===== src/include/split_timer_pkg.sv =====
// ****************************************
// split auto-reload timer constants
// ****************************************
package split_timer_pkg;

    localparam int ADDR_W = 8;
    localparam int DATA_W = 32;

    // register byte offsets
    localparam logic [7:0] OFF_CONTROL = 8'h00;
    localparam logic [7:0] OFF_CLOCK = 8'h04;
    localparam logic [7:0] OFF_COUNT = 8'h08;
    localparam logic [7:0] OFF_RELOAD = 8'h0c;
    localparam logic [7:0] OFF_IRQ_STATUS = 8'h10;
    localparam logic [7:0] OFF_IRQ_ENABLE = 8'h14;
    localparam logic [7:0] OFF_IRQ_CLEAR = 8'h18;

    // timer_control_reg field positions
    localparam int CTL_HIGH_FLAG = 7;
    localparam int CTL_LOW_FLAG = 6;
    localparam int CTL_LOW_IRQ_EN = 5;
    localparam int CTL_CAPTURE_EN = 4;
    localparam int CTL_SPLIT = 3;
    localparam int CTL_RUN = 2;
    localparam int CTL_CAPTURE_SRC = 1;
    localparam int CTL_EXT_CLK = 0;

    // clock_control_reg field positions
    localparam int CLK_LOW_SEL = 0;
    localparam int CLK_HIGH_SEL = 1;

    // interrupt status / enable / clear layout
    localparam int IRQ_HIGH = 0;
    localparam int IRQ_LOW = 1;
    localparam int IRQ_CAPTURE = 2;
    localparam int IRQ_W = 3;

    // reset values
    localparam logic [7:0] CONTROL_RESET = 8'h00;
    localparam logic [1:0] CLOCK_RESET = 2'h0;
    localparam logic [7:0] BYTE_RESET = 8'h00;
    localparam logic [2:0] IRQ_RESET = 3'h0;

    // prescaler ratios
    localparam int SYS_DIV = 12;
    localparam int EXT_DIV = 8;

    // axi responses
    localparam logic [1:0] RESP_OKAY = 2'h0;
    localparam logic [1:0] RESP_SLVERR = 2'h2;

endpackage


===== src/core/clock_tick_gen.sv =====
`timescale 1ns/1ps
// ****************************************
// prescaler ticks
// ****************************************
module clock_tick_gen #(
    parameter int SYS_DIV = split_timer_pkg::SYS_DIV,
    parameter int EXT_DIV = split_timer_pkg::EXT_DIV
) (
    input wire logic aclk,
    input wire logic aresetn,
    input wire logic ext_osc,
    output logic div12_tick,
    output logic ext8_tick
);
    localparam int SW = $clog2(SYS_DIV);
    localparam int EW = $clog2(EXT_DIV);
    localparam logic [SW-1:0] SYS_LAST = SW'(SYS_DIV - 1);
    localparam logic [EW-1:0] EXT_LAST = EW'(EXT_DIV - 1);

    logic [SW-1:0] sys_cnt_reg;
    logic [EW-1:0] ext_cnt_reg;
    logic ext_meta_reg;
    logic ext_sync_reg;
    logic ext_prev_reg;
    logic ext_rise;

    always_ff @(posedge aclk) begin
        if (!aresetn) begin
            sys_cnt_reg <= '0;
            div12_tick <= 1'b0;
        end else begin
            div12_tick <= (sys_cnt_reg == SYS_LAST);
            sys_cnt_reg <= (sys_cnt_reg == SYS_LAST) ? '0 : sys_cnt_reg + 1'b1;
        end
    end

    // oscillator pin is asynchronous: two flops before any logic looks at it
    always_ff @(posedge aclk) begin
        if (!aresetn) begin
            ext_meta_reg <= 1'b0;
            ext_sync_reg <= 1'b0;
            ext_prev_reg <= 1'b0;
        end else begin
            ext_meta_reg <= ext_osc;
            ext_sync_reg <= ext_meta_reg;
            ext_prev_reg <= ext_sync_reg;
        end
    end

    assign ext_rise = ext_sync_reg & ~ext_prev_reg;

    // oscillator must run below aclk/2 for every edge to be seen
    always_ff @(posedge aclk) begin
        if (!aresetn) begin
            ext_cnt_reg <= '0;
            ext8_tick <= 1'b0;
        end else begin
            ext8_tick <= ext_rise && (ext_cnt_reg == EXT_LAST);
            if (ext_rise) begin
                ext_cnt_reg <= (ext_cnt_reg == EXT_LAST) ? '0 : ext_cnt_reg + 1'b1;
            end
        end
    end

endmodule // clock_tick_gen


===== src/core/split_autoreload_timer.sv =====
// Our own choices: the register offsets and the AXI4-Lite interface to the registers.
`timescale 1ns/1ps
// Functional notes
// two 8-bit bytes form one 16-bit count
// split and capture clear: 16-bit auto-reload
// clocks: system, system/12, external/8
// external/8 clock synchronised to system clock
// 16-bit overflow reloads, sets high flag
// 16-bit overflow raises interrupt when enabled
// low byte rollover interrupts if enabled
// split: two 8-bit auto-reload counters
// split: run gates high byte only
// per-byte select: system else divided clock
// split: each byte rollover sets its flag
// split: high interrupts, low if enabled
// flags cleared only by software write
// software reads both flags, clears them
// capture copies count into reload registers
// 16-bit mode counts only while run set
module split_autoreload_timer #(
    parameter int SYS_DIV = split_timer_pkg::SYS_DIV,
    parameter int EXT_DIV = split_timer_pkg::EXT_DIV
) (
    input wire logic aclk,
    input wire logic aresetn,
    input wire logic [split_timer_pkg::ADDR_W-1:0] awaddr,
    input wire logic awvalid,
    output logic awready,
    input wire logic [split_timer_pkg::DATA_W-1:0] wdata,
    input wire logic [3:0] wstrb,
    input wire logic wvalid,
    output logic wready,
    output logic [1:0] bresp,
    output logic bvalid,
    input wire logic bready,
    input wire logic [split_timer_pkg::ADDR_W-1:0] araddr,
    input wire logic arvalid,
    output logic arready,
    output logic [split_timer_pkg::DATA_W-1:0] rdata,
    output logic [1:0] rresp,
    output logic rvalid,
    input wire logic rready,
    input wire logic ext_osc,
    input wire logic low_freq_oscillator,
    input wire logic sof_pulse,
    output logic irq
);

    // ****************************************
    // declarations
    // ****************************************
    logic [7:0] timer_control_reg;
    logic [1:0] clock_control_reg;
    logic [7:0] count_low_byte_reg;
    logic [7:0] count_high_byte_reg;
    logic [7:0] reload_low_byte_reg;
    logic [7:0] reload_high_byte_reg;
    logic [split_timer_pkg::IRQ_W-1:0] irq_status_reg;
    logic [split_timer_pkg::IRQ_W-1:0] irq_enable_reg;

    logic aw_full_reg;
    logic w_full_reg;
    logic [split_timer_pkg::ADDR_W-1:0] waddr_reg;
    logic [split_timer_pkg::DATA_W-1:0] wdata_reg;
    logic [3:0] wstrb_reg;
    logic do_write;
    logic addr_hit;
    logic [split_timer_pkg::DATA_W-1:0] rdata_next;
    logic rresp_err;

    logic wr_control;
    logic wr_clock;
    logic wr_count;
    logic wr_reload;
    logic wr_irq_enable;
    logic wr_irq_clear;

    logic split_mode_select;
    logic capture_enable;
    logic capture_source_select;
    logic run_control;
    logic external_clock_select;
    logic low_overflow_irq_enable;
    logic low_byte_clock_select;
    logic high_byte_clock_select;

    logic div12_tick;
    logic ext8_tick;
    logic low_tick;
    logic high_tick;
    logic adv_low;
    logic adv_high;
    logic low_ovf;
    logic high_ovf;
    logic reload_low_now;
    logic reload_high_now;

    logic lfo_meta_reg;
    logic lfo_sync_reg;
    logic lfo_prev_reg;
    logic capture_evt;
    logic [split_timer_pkg::IRQ_W-1:0] irq_events;

    // ****************************************
    // control fields
    // ****************************************
    assign split_mode_select = timer_control_reg[split_timer_pkg::CTL_SPLIT];
    assign capture_enable = timer_control_reg[split_timer_pkg::CTL_CAPTURE_EN];
    assign capture_source_select = timer_control_reg[split_timer_pkg::CTL_CAPTURE_SRC];
    assign run_control = timer_control_reg[split_timer_pkg::CTL_RUN];
    assign external_clock_select = timer_control_reg[split_timer_pkg::CTL_EXT_CLK];
    assign low_overflow_irq_enable = timer_control_reg[split_timer_pkg::CTL_LOW_IRQ_EN];
    assign low_byte_clock_select = clock_control_reg[split_timer_pkg::CLK_LOW_SEL];
    assign high_byte_clock_select = clock_control_reg[split_timer_pkg::CLK_HIGH_SEL];

    // ****************************************
    // clock sources
    // ****************************************
    clock_tick_gen #(
        .SYS_DIV(SYS_DIV),
        .EXT_DIV(EXT_DIV)
    ) u_ticks (
        .aclk(aclk),
        .aresetn(aresetn),
        .ext_osc(ext_osc),
        .div12_tick(div12_tick),
        .ext8_tick(ext8_tick)
    );

    // 16-bit mode takes its clock from the low byte select
    assign low_tick = low_byte_clock_select ? 1'b1
        : (external_clock_select ? ext8_tick : div12_tick);
    assign high_tick = high_byte_clock_select ? 1'b1
        : (external_clock_select ? ext8_tick : div12_tick);

    // ****************************************
    // counting
    // ****************************************
    assign adv_low = split_mode_select ? low_tick : (run_control && low_tick);
    assign adv_high = split_mode_select ? (run_control && high_tick)
        : (adv_low && count_low_byte_reg == 8'hff);
    assign low_ovf = adv_low && (count_low_byte_reg == 8'hff);
    assign high_ovf = adv_high && (count_high_byte_reg == 8'hff);
    // capture mode wraps to zero instead of reloading
    assign reload_low_now = !capture_enable
        && (split_mode_select ? low_ovf : high_ovf);
    assign reload_high_now = !capture_enable && high_ovf;

    // software write to the count beats a same-cycle increment
    always_ff @(posedge aclk) begin
        if (!aresetn) begin
            count_low_byte_reg <= split_timer_pkg::BYTE_RESET;
        end else if (wr_count && wstrb_reg[0]) begin
            count_low_byte_reg <= wdata_reg[7:0];
        end else if (reload_low_now) begin
            count_low_byte_reg <= reload_low_byte_reg;
        end else if (adv_low) begin
            count_low_byte_reg <= count_low_byte_reg + 8'h01;
        end
    end

    always_ff @(posedge aclk) begin
        if (!aresetn) begin
            count_high_byte_reg <= split_timer_pkg::BYTE_RESET;
        end else if (wr_count && wstrb_reg[1]) begin
            count_high_byte_reg <= wdata_reg[15:8];
        end else if (reload_high_now) begin
            count_high_byte_reg <= reload_high_byte_reg;
        end else if (adv_high) begin
            count_high_byte_reg <= count_high_byte_reg + 8'h01;
        end
    end

    // ****************************************
    // capture
    // ****************************************
    always_ff @(posedge aclk) begin
        if (!aresetn) begin
            lfo_meta_reg <= 1'b0;
            lfo_sync_reg <= 1'b0;
            lfo_prev_reg <= 1'b0;
        end else begin
            lfo_meta_reg <= low_freq_oscillator;
            lfo_sync_reg <= lfo_meta_reg;
            lfo_prev_reg <= lfo_sync_reg;
        end
    end

    assign capture_evt = capture_enable && (capture_source_select
        ? (lfo_sync_reg && !lfo_prev_reg) : sof_pulse);

    // a capture beats a same-cycle software write
    always_ff @(posedge aclk) begin
        if (!aresetn) begin
            reload_low_byte_reg <= split_timer_pkg::BYTE_RESET;
            reload_high_byte_reg <= split_timer_pkg::BYTE_RESET;
        end else if (capture_evt) begin
            reload_low_byte_reg <= count_low_byte_reg;
            reload_high_byte_reg <= count_high_byte_reg;
        end else if (wr_reload) begin
            if (wstrb_reg[0]) begin
                reload_low_byte_reg <= wdata_reg[7:0];
            end
            if (wstrb_reg[1]) begin
                reload_high_byte_reg <= wdata_reg[15:8];
            end
        end
    end

    // ****************************************
    // control registers
    // ****************************************
    // hardware set is written last so it wins over a clearing write
    always_ff @(posedge aclk) begin
        if (!aresetn) begin
            timer_control_reg <= split_timer_pkg::CONTROL_RESET;
        end else begin
            if (wr_control && wstrb_reg[0]) begin
                timer_control_reg <= wdata_reg[7:0];
            end
            if (high_ovf) begin
                timer_control_reg[split_timer_pkg::CTL_HIGH_FLAG] <= 1'b1;
            end
            if (low_ovf) begin
                timer_control_reg[split_timer_pkg::CTL_LOW_FLAG] <= 1'b1;
            end
        end
    end

    always_ff @(posedge aclk) begin
        if (!aresetn) begin
            clock_control_reg <= split_timer_pkg::CLOCK_RESET;
        end else if (wr_clock && wstrb_reg[0]) begin
            clock_control_reg <= wdata_reg[1:0];
        end
    end

    // ****************************************
    // interrupts
    // ****************************************
    always_comb begin
        irq_events = '0;
        irq_events[split_timer_pkg::IRQ_HIGH] = high_ovf;
        irq_events[split_timer_pkg::IRQ_LOW] = low_ovf && low_overflow_irq_enable;
        irq_events[split_timer_pkg::IRQ_CAPTURE] = capture_evt;
    end

    always_ff @(posedge aclk) begin
        if (!aresetn) begin
            irq_status_reg <= split_timer_pkg::IRQ_RESET;
        end else begin
            irq_status_reg <= (irq_status_reg
                & ~((wr_irq_clear && wstrb_reg[0]) ? wdata_reg[split_timer_pkg::IRQ_W-1:0] : '0))
                | irq_events;
        end
    end

    always_ff @(posedge aclk) begin
        if (!aresetn) begin
            irq_enable_reg <= split_timer_pkg::IRQ_RESET;
        end else if (wr_irq_enable && wstrb_reg[0]) begin
            irq_enable_reg <= wdata_reg[split_timer_pkg::IRQ_W-1:0];
        end
    end

    assign irq = |(irq_status_reg & irq_enable_reg);

    // ****************************************
    // axi4-lite write
    // ****************************************
    assign awready = !aw_full_reg && !bvalid;
    assign wready = !w_full_reg && !bvalid;
    assign do_write = aw_full_reg && w_full_reg && !bvalid;

    always_ff @(posedge aclk) begin
        if (!aresetn) begin
            aw_full_reg <= 1'b0;
            waddr_reg <= '0;
        end else if (awvalid && awready) begin
            aw_full_reg <= 1'b1;
            waddr_reg <= awaddr;
        end else if (do_write) begin
            aw_full_reg <= 1'b0;
        end
    end

    always_ff @(posedge aclk) begin
        if (!aresetn) begin
            w_full_reg <= 1'b0;
            wdata_reg <= '0;
            wstrb_reg <= '0;
        end else if (wvalid && wready) begin
            w_full_reg <= 1'b1;
            wdata_reg <= wdata;
            wstrb_reg <= wstrb;
        end else if (do_write) begin
            w_full_reg <= 1'b0;
        end
    end

    assign wr_control = do_write && waddr_reg[7:2] == split_timer_pkg::OFF_CONTROL[7:2];
    assign wr_clock = do_write && waddr_reg[7:2] == split_timer_pkg::OFF_CLOCK[7:2];
    assign wr_count = do_write && waddr_reg[7:2] == split_timer_pkg::OFF_COUNT[7:2];
    assign wr_reload = do_write && waddr_reg[7:2] == split_timer_pkg::OFF_RELOAD[7:2];
    assign wr_irq_enable = do_write && waddr_reg[7:2] == split_timer_pkg::OFF_IRQ_ENABLE[7:2];
    assign wr_irq_clear = do_write && waddr_reg[7:2] == split_timer_pkg::OFF_IRQ_CLEAR[7:2];
    assign addr_hit = wr_control || wr_clock || wr_count || wr_reload
        || wr_irq_enable || wr_irq_clear;

    always_ff @(posedge aclk) begin
        if (!aresetn) begin
            bvalid <= 1'b0;
            bresp <= split_timer_pkg::RESP_OKAY;
        end else if (do_write) begin
            bvalid <= 1'b1;
            bresp <= addr_hit ? split_timer_pkg::RESP_OKAY : split_timer_pkg::RESP_SLVERR;
        end else if (bready) begin
            bvalid <= 1'b0;
        end
    end

    // ****************************************
    // axi4-lite read
    // ****************************************
    assign arready = !rvalid;

    always_comb begin
        rdata_next = '0;
        rresp_err = 1'b0;
        unique case (araddr[7:2])
            split_timer_pkg::OFF_CONTROL[7:2]: rdata_next[7:0] = timer_control_reg;
            split_timer_pkg::OFF_CLOCK[7:2]: rdata_next[1:0] = clock_control_reg;
            split_timer_pkg::OFF_COUNT[7:2]: rdata_next[15:0] = {count_high_byte_reg, count_low_byte_reg};
            split_timer_pkg::OFF_RELOAD[7:2]: rdata_next[15:0] = {reload_high_byte_reg, reload_low_byte_reg};
            split_timer_pkg::OFF_IRQ_STATUS[7:2]: rdata_next[split_timer_pkg::IRQ_W-1:0] = irq_status_reg;
            split_timer_pkg::OFF_IRQ_ENABLE[7:2]: rdata_next[split_timer_pkg::IRQ_W-1:0] = irq_enable_reg;
            split_timer_pkg::OFF_IRQ_CLEAR[7:2]: rdata_next = '0;
            default: rresp_err = 1'b1;
        endcase
    end

    always_ff @(posedge aclk) begin
        if (!aresetn) begin
            rvalid <= 1'b0;
            rdata <= '0;
            rresp <= split_timer_pkg::RESP_OKAY;
        end else if (arvalid && arready) begin
            rvalid <= 1'b1;
            rdata <= rdata_next;
            rresp <= rresp_err ? split_timer_pkg::RESP_SLVERR : split_timer_pkg::RESP_OKAY;
        end else if (rready) begin
            rvalid <= 1'b0;
        end
    end

endmodule // split_autoreload_timer


===== config.mk =====
export PLATFORM = sky130hd
export DESIGN_NAME = split_autoreload_timer
export DESIGN_NICKNAME = d
export VERILOG_FILES = /design/src/include/split_timer_pkg.sv /design/src/core/clock_tick_gen.sv /design/src/core/split_autoreload_timer.sv
export SDC_FILE = /design/constraint.sdc
export NUM_CORES = 1
export LEC_CHECK = 0
export BUFFER_PORTS_ARGS = -buffer_cell sky130_fd_sc_hd__buf_2
export CAP_MARGIN = 0
export CORE_ASPECT_RATIO = 0.8
export CORE_MARGIN = 8
export CORE_UTILIZATION = 40
export CTS_BUF_LIST = sky130_fd_sc_hd__clkbuf_4 sky130_fd_sc_hd__clkbuf_8
export DETAILED_ROUTE_END_ITERATION = 8
export GPL_TIMING_DRIVEN = 1
export SETUP_SLACK_MARGIN = 0.4
export SKIP_CTS_REPAIR_TIMING = 1
export SLEW_MARGIN = 20
export SYNTH_ARGS = -nofsm -noshare
export SYNTH_HDL_FRONTEND = slang
export SYNTH_SLANG_ARGS = --single-unit

===== constraint.sdc =====
create_clock -name aclk -period 3.1 [get_ports aclk]
set_input_delay 0.62 -clock aclk [delete_from_list [all_inputs] [get_ports aclk]]
set_output_delay 0.62 -clock aclk [all_outputs]
set_load 0.02 [all_outputs]

==> flow_summary.ini <==
[synthesis]
syn_inst = 601
ys_seq_elements = 109
synth_edf_count = 0
syn-cell-area_um2 = 5190
synth_cell_types = 62
seq_area_frac_synth = 0.420
synthArstFlopShare = 0
syn_area_per_cell_um2 = 8.64
synthFlopType = dfxtp_1
yosysWarningCount = 0

[sta]
finClkSkew_ns = 0.0121
drv_slew = 0
hold_violations = 0
fin_crit_sh = 0.768
fmax_mhz = 420
timing.final.crit_period_ns = 2.38
worstMarginPinSlew_ns = 0.844
setup_viol = 0
final.setup.worst_slack_ns = 0.718
whs_ns = 0.444
rsz0062_at_grt = no
slew_headroom = 0.436
tns_ns = 0

[die]
rows = 37
die-width_um = 143
die_h_um = 118
dieArea_um2 = 16900
initial_core_util = 0.406
ioPinCount = 104
core_um2 = 12800

[power_and_ir_drop]
finalPower_mw = 2.60
vdd_ir_drop_max_uv = 263
leakage_nw = 2.32
power_density_nw_per_um2 = 452

[layout]
layout.cells.non_filler = 821
final_cell_mix = dfxtp_1, nor2_1, nand2_1, buf_2, mux2i_1
drive_gt1_frac = 0.164
n_antenna_cell = 0
layout_commonest_cell = dfxtp_1
nets = 710
area_delta_synth_final_pct = 10.9
utilization = 0.451
final_area_um2 = 5760

[grt]
track_usage = 0.155
grt_pass1_wl_um = 21100
grt_pass1_vias = 4076
overflow = 0
antenna_found_initial = 0
grt_max_degree = 41

[setup_path]
startpoint_type = flip-flop
path_cells = ha_1, nand4_1, o31ai_2, a21boi_0, o221a_2
path_class = flip-flop to flip-flop
required_ns = 3.37
slowest_delay_ns = 0.77
rrSetupSlack_ns = 0.72
worstPathArrival_ns = 2.65
endpoint_kind = flip-flop
cpMaxStageDelayCell = o31ai_2
path_max_fanout = 9

[clock_network]
cts_sinks = 109
cts_inserted_buffers = 9
clk_latency_ns = 0.37
cts.path.max_buffers = 2
cts_tree = done
h-tree-depth = 3
cts-root-buf = clkbuf_8
clk_pin_slew_ns = 0.10

[run_status]
status = complete, no violations

[place]
placed_area_um2 = 5570
port_buffers = 63
dp_hpwl_um = 9490
gp_congestion = 0.833
dpl.cell_count = 807
pre_cts_slack_ns = 0.741

[route]
num_vias = 4360
avgViaCountPerCell = 5.31
drc = 0
drt-total-wl_um = 13200
drt_pass1_iterations = 5
ant_nets = 0
first_iter_violations = 275
wire_per_inst_um = 16.1

[run]
timing.max_cap.violations = 0

[min_path]
hold_class = flip-flop to flip-flop
==> critical path, delay by kind of cell, from the launching register on <==
family	cells	cell delay, ns
flip-flops	1	0.47
AND/OR/NAND/NOR	1	0.32
adder cells (fa/ha/maj)	1	0.24
AO/OA/AOI/OAI	3	1.24
==> layout make-up <==
cell class	count	area, um^2
multi-input combinational	443	2760
fill	1325	7020
clock inverter	3	47.5
clock buffer	11	145
tap	175	219
inverter	10	37.5
sequential	109	2180
timing repair buffer	70	368
==> Yosys cell counts, types with 3 or more instances <==
master	n	share of area
mux2i_1	46	0.089
nor3_1	13	0.013
a211oi_1	17	0.025
ha_1	5	0.012
nor4_1	4	0.0048
xnor2_1	6	0.010
a31oi_1	4	0.0048
a22oi_1	6	0.0087
nand2b_1	10	0.012
nor2b_1	5	0.0060
mux2_2	9	0.020
and3_1	5	0.0060
buf_4	18	0.026
nand3_1	5	0.0048
o211ai_1	3	0.0043
o21ai_0	22	0.021
nand4_1	5	0.0060
o2bb2ai_1	8	0.013
or3_1	5	0.0060
inv_1	9	0.0065
dfxtp_1	109	0.42
nand2_1	70	0.051
a221oi_1	9	0.015
a21oi_1	45	0.043
clkbuf_1	31	0.022
and2_1	8	0.0096
nor2_1	75	0.054
buf_1	4	0.0029
==> per-layer routing <==
metal  track usage  part of all wire  vias up
met1         0.218              0.50     2036
li1              -                 -     2178
met5             0                 0        -
met4        0.0380            0.0090        0
met3        0.0397             0.074       11
met2         0.230              0.42      135
==> final timing paths <==
check	startpoint	end	depth (start not counted)
min	lfo_meta_reg$_SDFF_PN0_	lfo_sync_reg$_SDFF_PN0_	1
max	count_low_byte_reg[0]$_SDFFE_PN0P_	count_high_byte_reg[7]$_SDFFE_PN0P_	5
min reg2reg	lfo_meta_reg$_SDFF_PN0_	lfo_sync_reg$_SDFF_PN0_	1
max reg2reg	count_low_byte_reg[0]$_SDFFE_PN0P_	count_high_byte_reg[7]$_SDFFE_PN0P_	5
==> logic make-up (layout without fill, tap and decap cells) <==
family / after synthesis / in the layout / synth area share
AO/OA/AOI/OAI: 134 / 134 / 0.174
XOR/XNOR: 8 / 8 / 0.0135
adder cells (fa/ha/maj): 5 / 5 / 0.0120
buffers and inverters: 66 / 94 / 0.0638
flip-flops: 109 / 109 / 0.420
multiplexers: 57 / 57 / 0.115
other: 1 / 18 / 0.000722
AND/OR/NAND/NOR: 221 / 221 / 0.200
==> power breakdown <==
part,leakage (nW),switching [mW],internal (mW),total (mW)
Clock,0.0989,0.472,0.400,0.872
Combinational,1.34,0.162,0.0861,0.248
Sequential,0.887,0.0398,1.44,1.48
(Power assumes the default switching activity.)
